==> config.mk <==
export PLATFORM = sky130hd
export DESIGN_NAME = can_irq_lowpower_ctrl
export DESIGN_NICKNAME = d
export VERILOG_FILES = /design/src/rtl/can_irq_pkg.sv /design/src/rtl/can_irq_lowpower_ctrl.sv
export SDC_FILE = /design/constraint.sdc
export NUM_CORES = 1
export LEC_CHECK = 0
export ABC_AREA = 1
export BUFFER_PORTS_ARGS = -buffer_cell sky130_fd_sc_hd__buf_2
export CAP_MARGIN = 10
export CELL_PAD_IN_SITES_DETAIL_PLACEMENT = 0
export CELL_PAD_IN_SITES_GLOBAL_PLACEMENT = 1
export CORE_AREA = 10 10 160 162
export DETAILED_ROUTE_END_ITERATION = 16
export DIE_AREA = 0 0 170 172
export PLACE_DENSITY_LB_ADDON = 0.1
export SETUP_SLACK_MARGIN = 0.3
export SYNTH_ARGS = -nofsm -noshare
export SYNTH_HDL_FRONTEND = slang
export SYNTH_SLANG_ARGS = --single-unit
==> constraint.sdc <==
create_clock -name clk -period 2.5 [get_ports clk]
set_clock_uncertainty 0.15 [all_clocks]
set_input_delay 0.125 -clock clk [delete_from_list [all_inputs] [get_ports clk]]
set_output_delay 0.125 -clock clk [all_outputs]
set_load 0.03 [all_outputs]
==> src/rtl/can_irq_pkg.sv <==
// package: register map, field positions, states and carriers for the can interrupt/low-power block
package can_irq_pkg;
   localparam logic [7:0] A_FLAG = 8'h00;
   localparam logic [7:0] A_ENABLE = 8'h04;
   localparam logic [7:0] A_TXCTL = 8'h08;
   localparam logic [7:0] A_MODCTL = 8'h0C;
   localparam logic [7:0] A_BITTIM = 8'h10;
   localparam logic [7:0] A_ACCCTL = 8'h14;
   localparam logic [7:0] A_ACCCODE = 8'h18;
   localparam logic [7:0] A_ACCMASK = 8'h1C;
   localparam logic [7:0] A_ERRCNT = 8'h20;
   localparam logic [7:0] A_STATUS = 8'h24;
   // flag / enable bit positions in A_FLAG and A_ENABLE
   localparam int B_WAKE = 0;
   localparam int B_RXWRN = 1;
   localparam int B_TXWRN = 2;
   localparam int B_RXPAS = 3;
   localparam int B_TXPAS = 4;
   localparam int B_BOFF = 5;
   localparam int B_OVR = 6;
   localparam int B_RXF = 7;
   localparam int B_TX_EMPTY_FLAG_ZERO = 8;
   localparam int NSRC = 11;
   localparam int NTXB = 3;
   // module control bits
   localparam int B_SOFT_RESET_LOCK_BIT = 0;
   localparam int B_SLEEP_REQUEST_BIT = 1;
   localparam int B_SLEEP_ACK_FLAG = 2;
   localparam logic [8:0] LIM_WARN = 9'h060;
   localparam logic [8:0] LIM_PASS = 9'h07F;
   localparam logic [8:0] LIM_BOFF = 9'h0FF;
   localparam logic [NSRC-1:0] FLAG_RST = 11'h700;
   localparam logic [31:0] CFG_RST = 32'h0000_0001;
   localparam logic [1:0] HTRANS_NONSEQ = 2'h2;
   localparam logic [2:0] HSIZE_WORD = 3'h2;
   typedef enum logic [1:0] {M_NORMAL, M_SLEEP, M_SOFTRES, M_PWRDN} mode_e;
   typedef struct packed {
      logic [8:0] rx_err;
      logic [8:0] tx_err;
      logic overrun_evt;
      logic rx_done_evt;
      logic [NTXB-1:0] tx_done_evt;
      logic rx_busy;
      logic tx_busy;
      logic bus_activity;
   } proto_s;
   typedef struct packed {
      logic wake;
      logic err;
      logic rx;
      logic tx;
   } irq_s;
endpackage : can_irq_pkg
==> src/rtl/can_irq_lowpower_ctrl.sv <==
// can interrupt, protection and low-power control with ahb-lite register slave
//
// Local design decisions: the address map and the AHB-Lite register port.
`timescale 1ns/1ps
module can_irq_lowpower_ctrl (
   input wire logic clk,
   input wire logic rstn,
   input wire logic hsel,
   input wire logic [7:0] haddr,
   input wire logic [1:0] htrans,
   input wire logic hwrite,
   input wire logic [2:0] hsize,
   input wire logic [31:0] hwdata,
   input wire logic hready,
   output logic [31:0] hrdata,
   output logic hreadyout,
   output logic hresp,
   input wire can_irq_pkg::proto_s proto,
   input wire logic cpu_stop,
   output can_irq_pkg::irq_s irq,
   output can_irq_pkg::mode_e mode,
   output logic proto_clk_en,
   output logic transmit_line_force_recessive,
   output logic [can_irq_pkg::NTXB-1:0] tx_pending
);
   import can_irq_pkg::*;

   logic [NSRC-1:0] flags;
   logic [NSRC-1:0] enables;
   logic [31:0] modctl;
   logic [31:0] bittim;
   logic [31:0] accctl;
   logic [31:0] acccode;
   logic [31:0] accmask;
   logic sleep_request_bit;
   logic sleep_ack_flag;
   logic soft_reset_lock_bit;
   logic wr_pend;
   logic [7:0] wr_addr;
   logic [NSRC-1:0] cond;
   logic [NSRC-1:0] set_evt;
   logic [NSRC-1:0] clr_req;
   logic wr_flag;
   logic bus_off;

   assign soft_reset_lock_bit = modctl[B_SOFT_RESET_LOCK_BIT];
   assign bus_off = proto.tx_err > LIM_BOFF;

   // ahb-lite slave: zero wait states, always okay
   always_ff @(posedge clk or negedge rstn) begin
      if (!rstn) begin
         wr_pend <= 1'b0;
         wr_addr <= 8'h00;
      end else if (hready) begin
         wr_pend <= hsel && htrans == HTRANS_NONSEQ && hwrite && hsize == HSIZE_WORD
                    && mode != M_PWRDN;
         wr_addr <= haddr;
      end
   end

   always_ff @(posedge clk or negedge rstn) begin
      if (!rstn) begin
         hreadyout <= 1'b1;
         hresp <= 1'b0;
      end else begin
         hreadyout <= 1'b1;
         hresp <= 1'b0;
      end
   end

   always_ff @(posedge clk or negedge rstn) begin
      if (!rstn) begin
         hrdata <= 32'h0000_0000;
      end else if (hready && hsel && htrans == HTRANS_NONSEQ && !hwrite) begin
         if (mode == M_PWRDN) begin
            hrdata <= 32'h0000_0000;
         end else begin
            case (haddr)
               A_FLAG: hrdata <= {21'h00_0000, flags};
               A_ENABLE: hrdata <= {21'h00_0000, enables};
               A_MODCTL: hrdata <= {modctl[31:3], sleep_ack_flag, sleep_request_bit,
                                    soft_reset_lock_bit};
               A_BITTIM: hrdata <= bittim;
               A_ACCCTL: hrdata <= accctl;
               A_ACCCODE: hrdata <= acccode;
               A_ACCMASK: hrdata <= accmask;
               A_ERRCNT: hrdata <= {7'h00, proto.tx_err, 7'h00, proto.rx_err};
               A_STATUS: hrdata <= {30'h0000_0000, mode};
               A_TXCTL: hrdata <= {29'h0000_0000, tx_pending};
               default: hrdata <= 32'h0000_0000;
            endcase
         end
      end
   end

   // configuration lock
   always_ff @(posedge clk or negedge rstn) begin
      if (!rstn) begin
         modctl <= CFG_RST;
         bittim <= 32'h0000_0000;
         accctl <= 32'h0000_0000;
         acccode <= 32'h0000_0000;
         accmask <= 32'h0000_0000;
      end else if (wr_pend && soft_reset_lock_bit) begin
         case (wr_addr)
            A_MODCTL: modctl <= {hwdata[31:3], 2'b00, hwdata[B_SOFT_RESET_LOCK_BIT]};
            A_BITTIM: bittim <= hwdata;
            A_ACCCTL: accctl <= hwdata;
            A_ACCCODE: acccode <= hwdata;
            A_ACCMASK: accmask <= hwdata;
            default: ;
         endcase
      end else if (wr_pend && wr_addr == A_MODCTL && hwdata[B_SOFT_RESET_LOCK_BIT]) begin
         modctl[B_SOFT_RESET_LOCK_BIT] <= 1'b1; // going off-line is always allowed
      end
   end

   always_ff @(posedge clk or negedge rstn) begin
      if (!rstn) begin
         enables <= '0;
      end else if (wr_pend && wr_addr == A_ENABLE) begin
         enables <= hwdata[NSRC-1:0];
      end
   end

   // sleep request: set any time, cleared only after ack
   always_ff @(posedge clk or negedge rstn) begin
      if (!rstn) begin
         sleep_request_bit <= 1'b0;
      end else if (wr_pend && wr_addr == A_MODCTL) begin
         if (hwdata[B_SLEEP_REQUEST_BIT]) begin
            sleep_request_bit <= 1'b1;
         end else if (sleep_ack_flag) begin
            sleep_request_bit <= 1'b0;
         end
      end else if (sleep_ack_flag && proto.bus_activity) begin
         sleep_request_bit <= 1'b0;
      end
   end

   // sleep ack: enter when idle, no pending tx, not receiving
   always_ff @(posedge clk or negedge rstn) begin
      if (!rstn) begin
         sleep_ack_flag <= 1'b0;
      end else if (!sleep_request_bit || (sleep_ack_flag && proto.bus_activity)) begin
         sleep_ack_flag <= 1'b0;
      end else if (!proto.rx_busy && !proto.tx_busy && tx_pending == '0) begin
         sleep_ack_flag <= 1'b1;
      end
   end

   // mode and pin control
   always_ff @(posedge clk or negedge rstn) begin
      if (!rstn) begin
         mode <= M_SOFTRES;
         proto_clk_en <= 1'b0;
         transmit_line_force_recessive <= 1'b1;
      end else begin
         if (cpu_stop) begin
            mode <= M_PWRDN;
         end else if (soft_reset_lock_bit) begin
            mode <= M_SOFTRES;
         end else if (sleep_ack_flag) begin
            mode <= M_SLEEP;
         end else begin
            mode <= M_NORMAL;
         end
         proto_clk_en <= !cpu_stop && !soft_reset_lock_bit && !sleep_ack_flag;
         transmit_line_force_recessive <= cpu_stop || soft_reset_lock_bit
                                          || sleep_ack_flag;
      end
   end

   // set conditions of each flag
   always_comb begin
      cond = '0;
      set_evt = '0;
      cond[B_RXWRN] = proto.rx_err >= LIM_WARN;
      cond[B_TXWRN] = proto.tx_err >= LIM_WARN;
      cond[B_RXPAS] = proto.rx_err > LIM_PASS;
      cond[B_TXPAS] = proto.tx_err > LIM_PASS;
      cond[B_BOFF] = bus_off;
      set_evt = cond;
      set_evt[B_WAKE] = sleep_ack_flag && proto.bus_activity;
      set_evt[B_OVR] = proto.overrun_evt;
      set_evt[B_RXF] = proto.rx_done_evt;
      set_evt[B_TX_EMPTY_FLAG_ZERO +: NTXB] = proto.tx_done_evt;
   end

   assign wr_flag = wr_pend && wr_addr == A_FLAG && mode != M_PWRDN;
   assign clr_req = wr_flag ? hwdata[NSRC-1:0] : '0;

   generate
      for (genvar i = 0; i < NSRC; i++) begin : g_flag
         always_ff @(posedge clk or negedge rstn) begin
            if (!rstn) begin
               flags[i] <= FLAG_RST[i];
            end else if (set_evt[i] || cond[i]) begin
               flags[i] <= 1'b1;
            end else if (clr_req[i]) begin
               flags[i] <= 1'b0;
            end
         end
      end
   endgenerate

   // tx buffer release: writing one to an empty flag schedules that buffer
   always_ff @(posedge clk or negedge rstn) begin
      if (!rstn) begin
         tx_pending <= '0;
      end else begin
         tx_pending <= (tx_pending & ~proto.tx_done_evt)
                       | (clr_req[B_TX_EMPTY_FLAG_ZERO +: NTXB] & ~proto.tx_done_evt);
      end
   end

   // interrupt requests
   always_ff @(posedge clk or negedge rstn) begin
      if (!rstn) begin
         irq <= '0;
      end else begin
         irq.wake <= flags[B_WAKE] && enables[B_WAKE] && sleep_ack_flag;
         irq.err <= |(flags[B_OVR:B_RXWRN] & enables[B_OVR:B_RXWRN]);
         irq.rx <= flags[B_RXF] && enables[B_RXF];
         irq.tx <= |(flags[B_TX_EMPTY_FLAG_ZERO +: NTXB] & enables[B_TX_EMPTY_FLAG_ZERO +: NTXB]);
      end
   end
endmodule : can_irq_lowpower_ctrl

==> impl_metrics.env, run 1 <==
export IMPL_floorplan_initialDensity_pct=46.2
export IMPL_tightest_slew_ns=0.690
export IMPL_drv_cap=0
export IMPL_cp_end_kind="flip-flop"
export IMPL_cts_sinks=234
export IMPL_crit_path_start_kind="flip-flop"
export IMPL_ioPinCount=122
export IMPL_vias=9006
export IMPL_synthArstFlopShare_pct=100
export IMPL_ys_flop_type="dfrtp_1"
export IMPL_ir_drop_mv=0.505
export IMPL_mostFrequentLayoutCells="564 x nand2_1, 228 x dfrtp_1, 179 x o21ai_0, 118 x buf_2, 99 x inv_1"
export IMPL_dp_slack_ns=0.487
export IMPL_initialDrtViolationCount=571
export IMPL_clkTransAtPathRegs_ns=0.06
export IMPL_die_w_um=170
export IMPL_final_layout_size_suffix_gt1_share_pct=13.8
export IMPL_ys_warn_count=0
export IMPL_hold_viol=0
export IMPL_ys_seq_elements=234
export IMPL_synthesis_area_um2=10300
export IMPL_grt_max_degree=72
export IMPL_synth_area_leaders="dfrtp_1 55%, nand2_1 20%, o21ai_0 8.7%, inv_1 3.6%, nand3_1 2.0%"
export IMPL_syn2layout_area_growth_pct=27.0
export IMPL_place_gp_congestion=0.857
export IMPL_seq_area_frac_synth_pct=56.7
export IMPL_clk_root_buffer_cell="clkbuf_16"
export IMPL_setup_tns_ns=0
export IMPL_hpwl_mm=18.8
export IMPL_place_area_um2=11300
export IMPL_netlist_area_leader_share_pct=55.2
export IMPL_ys_types=28
export IMPL_syn_inst=1295
export IMPL_setup_viol_count_final=0
export IMPL_antenna_found_initial=0
export IMPL_rsz0062_at_grt="no"
export IMPL_core_um2=22400
export IMPL_cp_max_fo=64
export IMPL_first_pass_iters=5
export IMPL_fin_area_um2=13100
export IMPL_place_inst=1668
export IMPL_crit_type="reg -> reg"
export IMPL_slowest_delay_ns=0.59
export IMPL_cts_max_level=1
export IMPL_layoutNonFillerInstCount=1809
export IMPL_cts_buffer_depth=3
export IMPL_synth_edff_count=0
export IMPL_antenna_left=0
export IMPL_worst_slack_ns=0.465
export IMPL_fin_crit_sh_pct=81.4
export IMPL_core_rowCount=55
export IMPL_synth_largest_area_cell="dfrtp_1"
export IMPL_final_nets=1584
export IMPL_port_buffers=119
export IMPL_fmax_ghz=0.491
export IMPL_ff2ff_setup_slack_ns=0.46
export IMPL_insertion_delay_ns=0.52
export IMPL_syn_num_nets=1372
export IMPL_grt_total_usage_pct=20.6
export IMPL_critPathArrivalTime_ns=2.26
export IMPL_cts_tree="yes"
export IMPL_via_per_inst=4.98
export IMPL_cts_buffers=26
export IMPL_power_density_nw_per_um2=609
export IMPL_crit_chain="inv_1, nor4_4, nand2_2, buf_4, nand2_1, o21ai_0"
export IMPL_period_needed_ns=2.04
export IMPL_final_common_cell="nand2_1"
export IMPL_grt_pass1_wl_mm=48.5
export IMPL_slew_headroom_pct=54.0
export IMPL_final_max_slew_viol_count=0
export IMPL_avgSynthCellArea_um2=7.98
export IMPL_routed_wirelength_mm=29.9
export IMPL_whs_ns=0.0745
export IMPL_critical_path_required_ns=2.72
export IMPL_drc=0
export IMPL_diodes=0
export IMPL_leakage_nw=7.04
export IMPL_crit_path_top_delay_cell="dfstp_2"
export IMPL_die_h_um=172
export IMPL_grt_pass1_vias=9027
export IMPL_overflow=0
export IMPL_post_drt_wl_per_cell_um=16.5
export IMPL_hp_class="in -> async"
export IMPL_status="completed"
export IMPL_dieArea_um2=29200
-- power by group --
group | total [mW] | internal [mW] | switching [mW]
Sequential | 3.86 | 3.83 | 0.0252
Clock | 3.67 | 2.17 | 1.51
Combinational | 0.472 | 0.204 | 0.268
Total | 8.00 | 6.20 | 1.80
-- flip-flops by register name, summed over array words and instances (netlist names) --
signal	cells
bittim	32
sleep_ack_flag	1
enables	11
wr_addr	8
irq	4
modctl	30
hrdata	32
tx_pending	3
proto_clk_en	1
flags	11
mode	2
wr_pend	1
accmask	32
acccode	32
sleep_request_bit	1
transmit_line_force_recessive	1
accctl	32
-- per-stage QoR --
step                      utilization [%]  power, mW
after floorplan                         -       4.05
after global placement               50.7       4.28
after detailed placement             50.7       4.28
after CTS                            58.7       8.09
after global routing                 58.7       8.31
final                                58.7       8.00
-- synth_stat cells (3+ instances only) --
library cell,instances
nor2_1,52
o22ai_1,4
clkbuf_1,37
nand2_1,564
nor2_2,3
nand4_1,15
o21ai_1,16
buf_4,11
a21oi_1,3
inv_2,3
inv_1,99
nand3_1,41
dfrtp_1,228
o21ai_0,179
nor3_1,6
buf_2,12
nand2_2,4
dfstp_2,6
-- routing by layer --
| layer | wire length (um) | track usage [%] | part of all wire, % | up-vias |
|---|---|---|---|---|
| met3 | 1880 | 3.33 | 6.3 | 42 |
| met2 | 13800 | 33.6 | 46 | 234 |
| met4 | 474 | 4.31 | 1.6 | 0 |
| li1 | - | - | - | 4494 |
| met5 | 0 | 0 | 0 | - |
| met1 | 13800 | 28.4 | 46 | 4236 |
-- path summary, 6_finish.rpt --
kind,start,endpoint,cells after the start
worst max-delay path,modctl[0],accctl[7],6
worst min-delay path,rstn,flags[8],2
worst max register to register,modctl[0],accctl[7],6
worst min register to register,hrdata[12],hrdata[12],2
max in group asynchronous,rstn,acccode[6],3
min in group clk,proto[6],flags[7],4
-- cell type report --
cell class / count / area, um^2
well taps: 285 / 357
inverters: 102 / 383
multi-input cells: 899 / 3820
clock inverters: 6 / 33.8
clock buffers: 39 / 791
flip-flops and latches: 234 / 5860
repair buffers: 244 / 1890
fillers: 2088 / 9240
-- cell families after synthesis --
logic type	share of synthesized area, %
buffers and inverters	6.43
other	0.0726
AOI/OAI and AO/OA	10.4
DFF	56.7
and+or+nand+nor	26.4
-- what timing repair did --
item / 4_1_cts / 5_1_grt
hold endpoints to repair: 447 / 0
gates resized for setup: 0 / 1
hold buffers: 96 / 0
setup buffers: 0 / 0
setup endpoints to repair: 0 / 1
-- worst max-delay path, delay by kind of cell, from the launching register on --
family | cells | cell delay (ns)
buffers and inverters | 2 | 0.45
DFF | 1 | 0.59
and+or+nand+nor | 3 | 0.59
AOI/OAI and AO/OA | 1 | 0.09
No activity file was read; power rests on OpenSTA's default activity.
==> run 2: changes to the inputs <==
--- a/config.mk
+++ b/config.mk
@@ -10,9 +10,9 @@
 export CAP_MARGIN = 10
 export CELL_PAD_IN_SITES_DETAIL_PLACEMENT = 0
 export CELL_PAD_IN_SITES_GLOBAL_PLACEMENT = 1
-export CORE_AREA = 10 10 160 162
+export CORE_AREA = 10 10 167 169
 export DETAILED_ROUTE_END_ITERATION = 16
-export DIE_AREA = 0 0 170 172
+export DIE_AREA = 0 0 177 179
 export PLACE_DENSITY_LB_ADDON = 0.1
 export SETUP_SLACK_MARGIN = 0.3
 export SYNTH_ARGS = -nofsm -noshare
==> constraint.sdc (replaced) <==
create_clock -name clk -period 2.05 [get_ports clk]
set_clock_uncertainty 0.15 [all_clocks]
set_input_delay 0.1025 -clock clk [delete_from_list [all_inputs] [get_ports clk]]
set_output_delay 0.1025 -clock clk [all_outputs]
set_load 0.03 [all_outputs]
==> impl_metrics.env, run 2 (synthesized netlist as in run 1, its figures left out) <==
export IMPL_status="completed"
export IMPL_core_rowCount=58
export IMPL_dieArea_um2=31700
export IMPL_hp_class="in -> reg"
export IMPL_worst_slack_ns=0.295
export IMPL_overflow=0
export IMPL_crit_start="wr_addr[5]"
export IMPL_crit_path_start_kind="flip-flop"
export IMPL_cts_buffers=26
export IMPL_fin_area_um2=13700
export IMPL_nFillCells=2427
export IMPL_via_per_inst=4.88
export IMPL_ioPinCount=122
export IMPL_drc=0
export IMPL_place_gp_congestion=0.823
export IMPL_port_buffers=119
export IMPL_clkTransAtPathRegs_ns=0.06
export IMPL_antenna_left=0
export IMPL_period_needed_ns=1.76
export IMPL_whs_ns=0.120
export IMPL_critPathArrivalTime_ns=2.00
export IMPL_grt_total_usage_pct=20.4
export IMPL_grt_pass1_wl_mm=51.4
export IMPL_place_area_um2=11600
export IMPL_grt_max_degree=77
export IMPL_multi_input_area_um2=3970
export IMPL_ir_drop_mv=0.450
export IMPL_die_w_um=177
export IMPL_layoutNonFillerInstCount=1872
export IMPL_fmax_ghz=0.570
export IMPL_floorplan_initialDensity_pct=41.8
export IMPL_grt_pass1_vias=9216
export IMPL_final_layout_size_suffix_gt1_share_pct=17.3
export IMPL_initialDrtViolationCount=658
export IMPL_cts_sinks=234
export IMPL_core_um2=24700
export IMPL_power_density_nw_per_um2=713
export IMPL_mostFrequentLayoutCells="556 x nand2_1, 228 x dfrtp_1, 160 x o21ai_0, 118 x buf_2, 94 x inv_1"
export IMPL_syn2layout_area_growth_pct=33.0
export IMPL_cts_buffer_depth=3
export IMPL_vias=9143
export IMPL_rsz0062_at_grt="yes"
export IMPL_finalPower_mw=9.80
export IMPL_cts_max_level=1
export IMPL_fin_crit_sh_pct=85.6
export IMPL_setup_tns_ns=0
export IMPL_diodes=0
export IMPL_final_nets=1603
export IMPL_first_pass_iters=5
export IMPL_routed_wirelength_mm=32.3
export IMPL_min_from="proto[5]"
export IMPL_leakage_nw=7.28
export IMPL_final_max_slew_viol_count=0
export IMPL_clk_root_buffer_cell="clkbuf_16"
export IMPL_regArea_um2=5860
export IMPL_cp_max_fo=16
export IMPL_setup_viol_count_final=0
export IMPL_die_h_um=179
export IMPL_hpwl_mm=19.8
export IMPL_cts_tree="yes"
export IMPL_cp_end_kind="flip-flop"
export IMPL_dp_slack_ns=0.103
export IMPL_r2r_start="wr_addr[5]"
export IMPL_crit_type="reg -> reg"
export IMPL_post_drt_wl_per_cell_um=17.3
export IMPL_place_inst=1725
export IMPL_final_common_cell="nand2_1"
export IMPL_hold_viol=0
export IMPL_insertion_delay_ns=0.52
export IMPL_drv_cap=0
export IMPL_antenna_found_initial=0
export IMPL_fin_util_pct=55.6
export IMPL_critical_path_required_ns=2.30
-- run 2: final cells by class --
cell class	count	area share (%)
timing repair buffer	263	16.7
sequential	234	42.6
inverter	102	2.80
tap	330	3.00
multi-input combinational	899	28.9
clock inverter	3	0.109
clock buffer	41	5.88
-- run 2: power breakdown --
part | leakage [nW] | switching [mW] | total (mW) | internal (mW)
combinational | 4.57 | 0.344 | 0.597 | 0.253
sequential | 2.30 | 0.0356 | 4.71 | 4.67
clock | 0.409 | 1.82 | 4.50 | 2.67
-- run 2: layer usage --
metal  wire, um  GRT usage, %  vias to the layer above
met5          0             0                        -
met4        246          3.75                        0
met3       1880          3.12                       19
met2      15400          33.3                      255
met1      14800          28.3                     4329
li1           -             -                     4540
-- run 2: what timing repair did --
| item | CTS | global route |
|---|---|---|
| setup buffers | 4 | 3 |
| endpoints found under the setup margin | 164 | 209 |
| hold buffers | 94 | 1 |
| gates resized for setup | 18 | 53 |
| pin swaps | 1 | 3 |
| hold endpoints to repair | 449 | 4 |
| cloned | 5 | 3 |
-- run 2: worst max-delay path, stage by stage, from the launching register on --
cell,delay [ns]
dfrtp_1,0.37
inv_2,0.08
nand3_4,0.09
nor4_4,0.27
buf_6,0.17
nand2_8,0.12
buf_12,0.21
nand2_1,0.08
o21ai_0,0.09
-- run 2: final timing paths --
| path | to | slack [ns] | cells after the start |
|---|---|---|---|
| max reg2reg | accctl[10] | 0.29 | 8 |
| max in group asynchronous | hrdata[25] | 0.53 | 4 |
| max | accctl[10] | 0.29 | 8 |
| min reg2reg | hrdata[13] | 0.32 | 2 |
| min in group asynchronous | hrdata[6] | 0.46 | 3 |
| min | tx_pending[2] | 0.12 | 3 |
==> run 3: changes to the inputs <==
--- a/config.mk
+++ b/config.mk
@@ -5,16 +5,17 @@
 export SDC_FILE = /design/constraint.sdc
 export NUM_CORES = 1
 export LEC_CHECK = 0
-export ABC_AREA = 1
+export ABC_AREA = 0
 export BUFFER_PORTS_ARGS = -buffer_cell sky130_fd_sc_hd__buf_2
 export CAP_MARGIN = 10
 export CELL_PAD_IN_SITES_DETAIL_PLACEMENT = 0
 export CELL_PAD_IN_SITES_GLOBAL_PLACEMENT = 1
-export CORE_AREA = 10 10 167 169
+export CORE_AREA = 10 10 161 163
 export DETAILED_ROUTE_END_ITERATION = 16
-export DIE_AREA = 0 0 177 179
+export DIE_AREA = 0 0 171 173
 export PLACE_DENSITY_LB_ADDON = 0.1
 export SETUP_SLACK_MARGIN = 0.3
+export SKIP_CTS_REPAIR_TIMING = 1
 export SYNTH_ARGS = -nofsm -noshare
 export SYNTH_HDL_FRONTEND = slang
 export SYNTH_SLANG_ARGS = --single-unit
==> impl_metrics.env, run 3 <==
export IMPL_netlist_area_leader_share_pct=53.0
export IMPL_cts_tree="yes"
export IMPL_ff2ff_setup_slack_ns=-0.16
export IMPL_power_density_nw_per_um2=709
export IMPL_final_nets=1170
export IMPL_place_area_um2=12000
export IMPL_whs_ns=-0.100
export IMPL_hold_depth=5
export IMPL_cp_max_fo=12
export IMPL_p_sw_mw=2.37
export IMPL_slew_headroom_pct=56.6
export IMPL_insertion_delay_ns=0.54
export IMPL_grt_pass1_vias=8169
export IMPL_drc=0
export IMPL_critical_path_required_ns=2.31
export IMPL_synthArstFlopShare_pct=100
export IMPL_swShare_pct=22.8
export IMPL_fmax_ghz=0.453
export IMPL_dieArea_um2=29600
export IMPL_cp_end_kind="flip-flop"
export IMPL_crit_chain="nor4b_4, nand3_4, nor3_4, buf_12, clkbuf_16, mux2_1"
export IMPL_syn2layout_area_growth_pct=35.9
export IMPL_r2r_end="accmask[29]"
export IMPL_ys_top_cells_by_count="228 x dfrtp_1, 176 x mux2_2, 85 x nand2_1"
export IMPL_antenna_found_initial=0
export IMPL_avgSynthCellArea_um2=12.6
export IMPL_ir_drop_mv=0.549
export IMPL_seq_area_frac_synth_pct=54.5
export IMPL_leakage_nw=6.74
export IMPL_drv_cap=0
export IMPL_final_common_cell="dfrtp_1"
export IMPL_timing_reg2reg_worst_path_depth=6
export IMPL_first_pass_iters=5
export IMPL_slowest_delay_ns=0.43
export IMPL_fin_area_um2=14600
export IMPL_overflow=0
export IMPL_core_um2=22600
export IMPL_cts_sinks=234
export IMPL_ys_seq_elements=234
export IMPL_vias=8134
export IMPL_seqPwrFrac_pct=45.7
export IMPL_p_int_mw=8.01
export IMPL_setup_tns_ns=-14.66
export IMPL_diodes=0
export IMPL_rsz0062_at_grt="yes"
export IMPL_grt_pass1_wl_mm=47.1
export IMPL_place_gp_congestion=0.847
export IMPL_die_w_um=171
export IMPL_antenna_left=0
export IMPL_synth_largest_area_cell="dfrtp_1"
export IMPL_violations="negative hold slack, negative setup slack"
export IMPL_hpwl_mm=20.7
export IMPL_status="finished with violations"
export IMPL_combPwrFrac_pct=7.2
export IMPL_mostFrequentLayoutCells="226 x dfrtp_1, 117 x buf_2, 116 x mux2_4, 75 x nand2_1, 72 x dlygate4sd3_1"
export IMPL_via_per_inst=5.83
export IMPL_syn_num_nets=929
export IMPL_routed_wirelength_mm=33.5
export IMPL_hold_end="hrdata[0]"
export IMPL_fin_crit_sh_pct=108
export IMPL_ys_types=58
export IMPL_ys_flop_type="dfrtp_1"
export IMPL_post_drt_wl_per_cell_um=24.0
export IMPL_setup_viol_count_final=177
export IMPL_floorplan_initialDensity_pct=47.7
export IMPL_cts_buffers=26
export IMPL_cts_buffer_depth=3
export IMPL_r2r_start="wr_addr[5]"
export IMPL_port_buffers=119
export IMPL_grt_max_degree=65
export IMPL_core_rowCount=55
export IMPL_crit_type="reg -> reg"
export IMPL_final_layout_size_suffix_gt1_share_pct=42.8
export IMPL_p_clk_share_pct=47.1
export IMPL_nFillCells=1700
export IMPL_clkTransAtPathRegs_ns=0.06
export IMPL_synthesis_area_um2=10800
export IMPL_hold_viol=45
export IMPL_synth_edff_count=0
export IMPL_die_h_um=173
export IMPL_crit_path_top_delay_cell="nor4b_4"
export IMPL_period_needed_ns=2.21
export IMPL_clk_root_buffer_cell="clkbuf_16"
export IMPL_initialDrtViolationCount=564
export IMPL_ys_warn_count=0
export IMPL_synth_most_common_cell="dfrtp_1"
export IMPL_cts_max_level=1
export IMPL_synth_area_leaders="dfrtp_1 53%, mux2_2 18%, nand2_1 3.0%, mux2i_1 2.4%, o21ai_0 2.3%"
export IMPL_grt_total_usage_pct=20.1
export IMPL_ioPinCount=122
export IMPL_min_from="haddr[3]"
export IMPL_tightest_slew_ns=0.650
export IMPL_syn_inst=852
export IMPL_final_max_slew_viol_count=0
export IMPL_crit_path_start_kind="flip-flop"
export IMPL_hp_class="in -> reg"
export IMPL_critPathArrivalTime_ns=2.46
export IMPL_worst_slack_ns=-0.157
[run 3: cells by family (layout without fill, tap and decap cells)]
| kind of cell | count (synthesis) | count (layout) | synth area share [%] |
|---|---|---|---|
| compound gates | 162 | 162 | 9.88 |
| flops | 234 | 234 | 54.5 |
| other cells | 2 | 2 | 0.0698 |
| mux | 217 | 217 | 23.2 |
| buf+inv | 64 | 323 | 3.59 |
| simple gates | 173 | 173 | 8.77 |
[run 3: final cells by class]
cell class,instances,area [um^2],share of cell area [%]
clock inverter,9,130,0.889
multi-input combinational,554,5060,34.6
timing repair buffer,271,2430,16.6
sequential,234,5870,40.1
tap,285,357,2.44
clock buffer,37,773,5.28
inverter,6,22.5,0.154
[run 3: worst max-delay path, delay by kind of cell, from the launching register on]
kind | cells | cell delay, ns
buffers and inverters | 2 | 0.35
muxes | 1 | 0.34
and+or+nand+nor | 3 | 0.82
DFF | 1 | 0.40
[run 3: how the worst max path moves through the flow]
stage | startpoint | end | slack [ns] | cells after the start
after floorplan | wr_addr[5] | acccode[10] | 0.04 | 5
after global placement | wr_addr[5] | flags[2] | -0.32 | 5
after detailed placement | wr_addr[5] | flags[2] | -0.32 | 5
after CTS | wr_addr[5] | flags[2] | -0.33 | 5
after global routing | wr_addr[5] | accmask[23] | -0.24 | 6
final | wr_addr[5] | accmask[29] | -0.16 | 6
[run 3: metal layers]
layer	wire length (um)	global-route usage, %	up-vias
li1	-	-	3607
met1	14300	26.5	4196
met2	16400	33.8	265
met3	1810	3.21	66
met4	950	4.89	0
met5	0	0	-
[run 3: stage by stage]
step | power, mW | hold slack (ns) | util [%] | instances | setup slack (ns)
global route | 10.7 | 0.00223 | 64.8 | 1396 | -0.239
global placement | 5.41 | -0.0629 | 53.1 | 1254 | -0.318
floorplan | 5.07 | -0.343 | - | 852 | 0.0427
detailed placement | 5.44 | -0.0515 | 53.1 | 1254 | -0.318
CTS | 10.3 | -0.613 | 57.1 | 1300 | -0.331
finish | 10.4 | -0.100 | 64.8 | 1396 | -0.157
[run 3: power by group through the flow]
stage	sequential (mW)	clock (mW)	combinational (mW)
floorplan	4.82	0	0.250
global placement	4.82	0	0.592
detailed placement	4.83	0	0.610
CTS	4.74	4.96	0.611
global route	4.75	5.16	0.808
finish	4.75	4.89	0.748
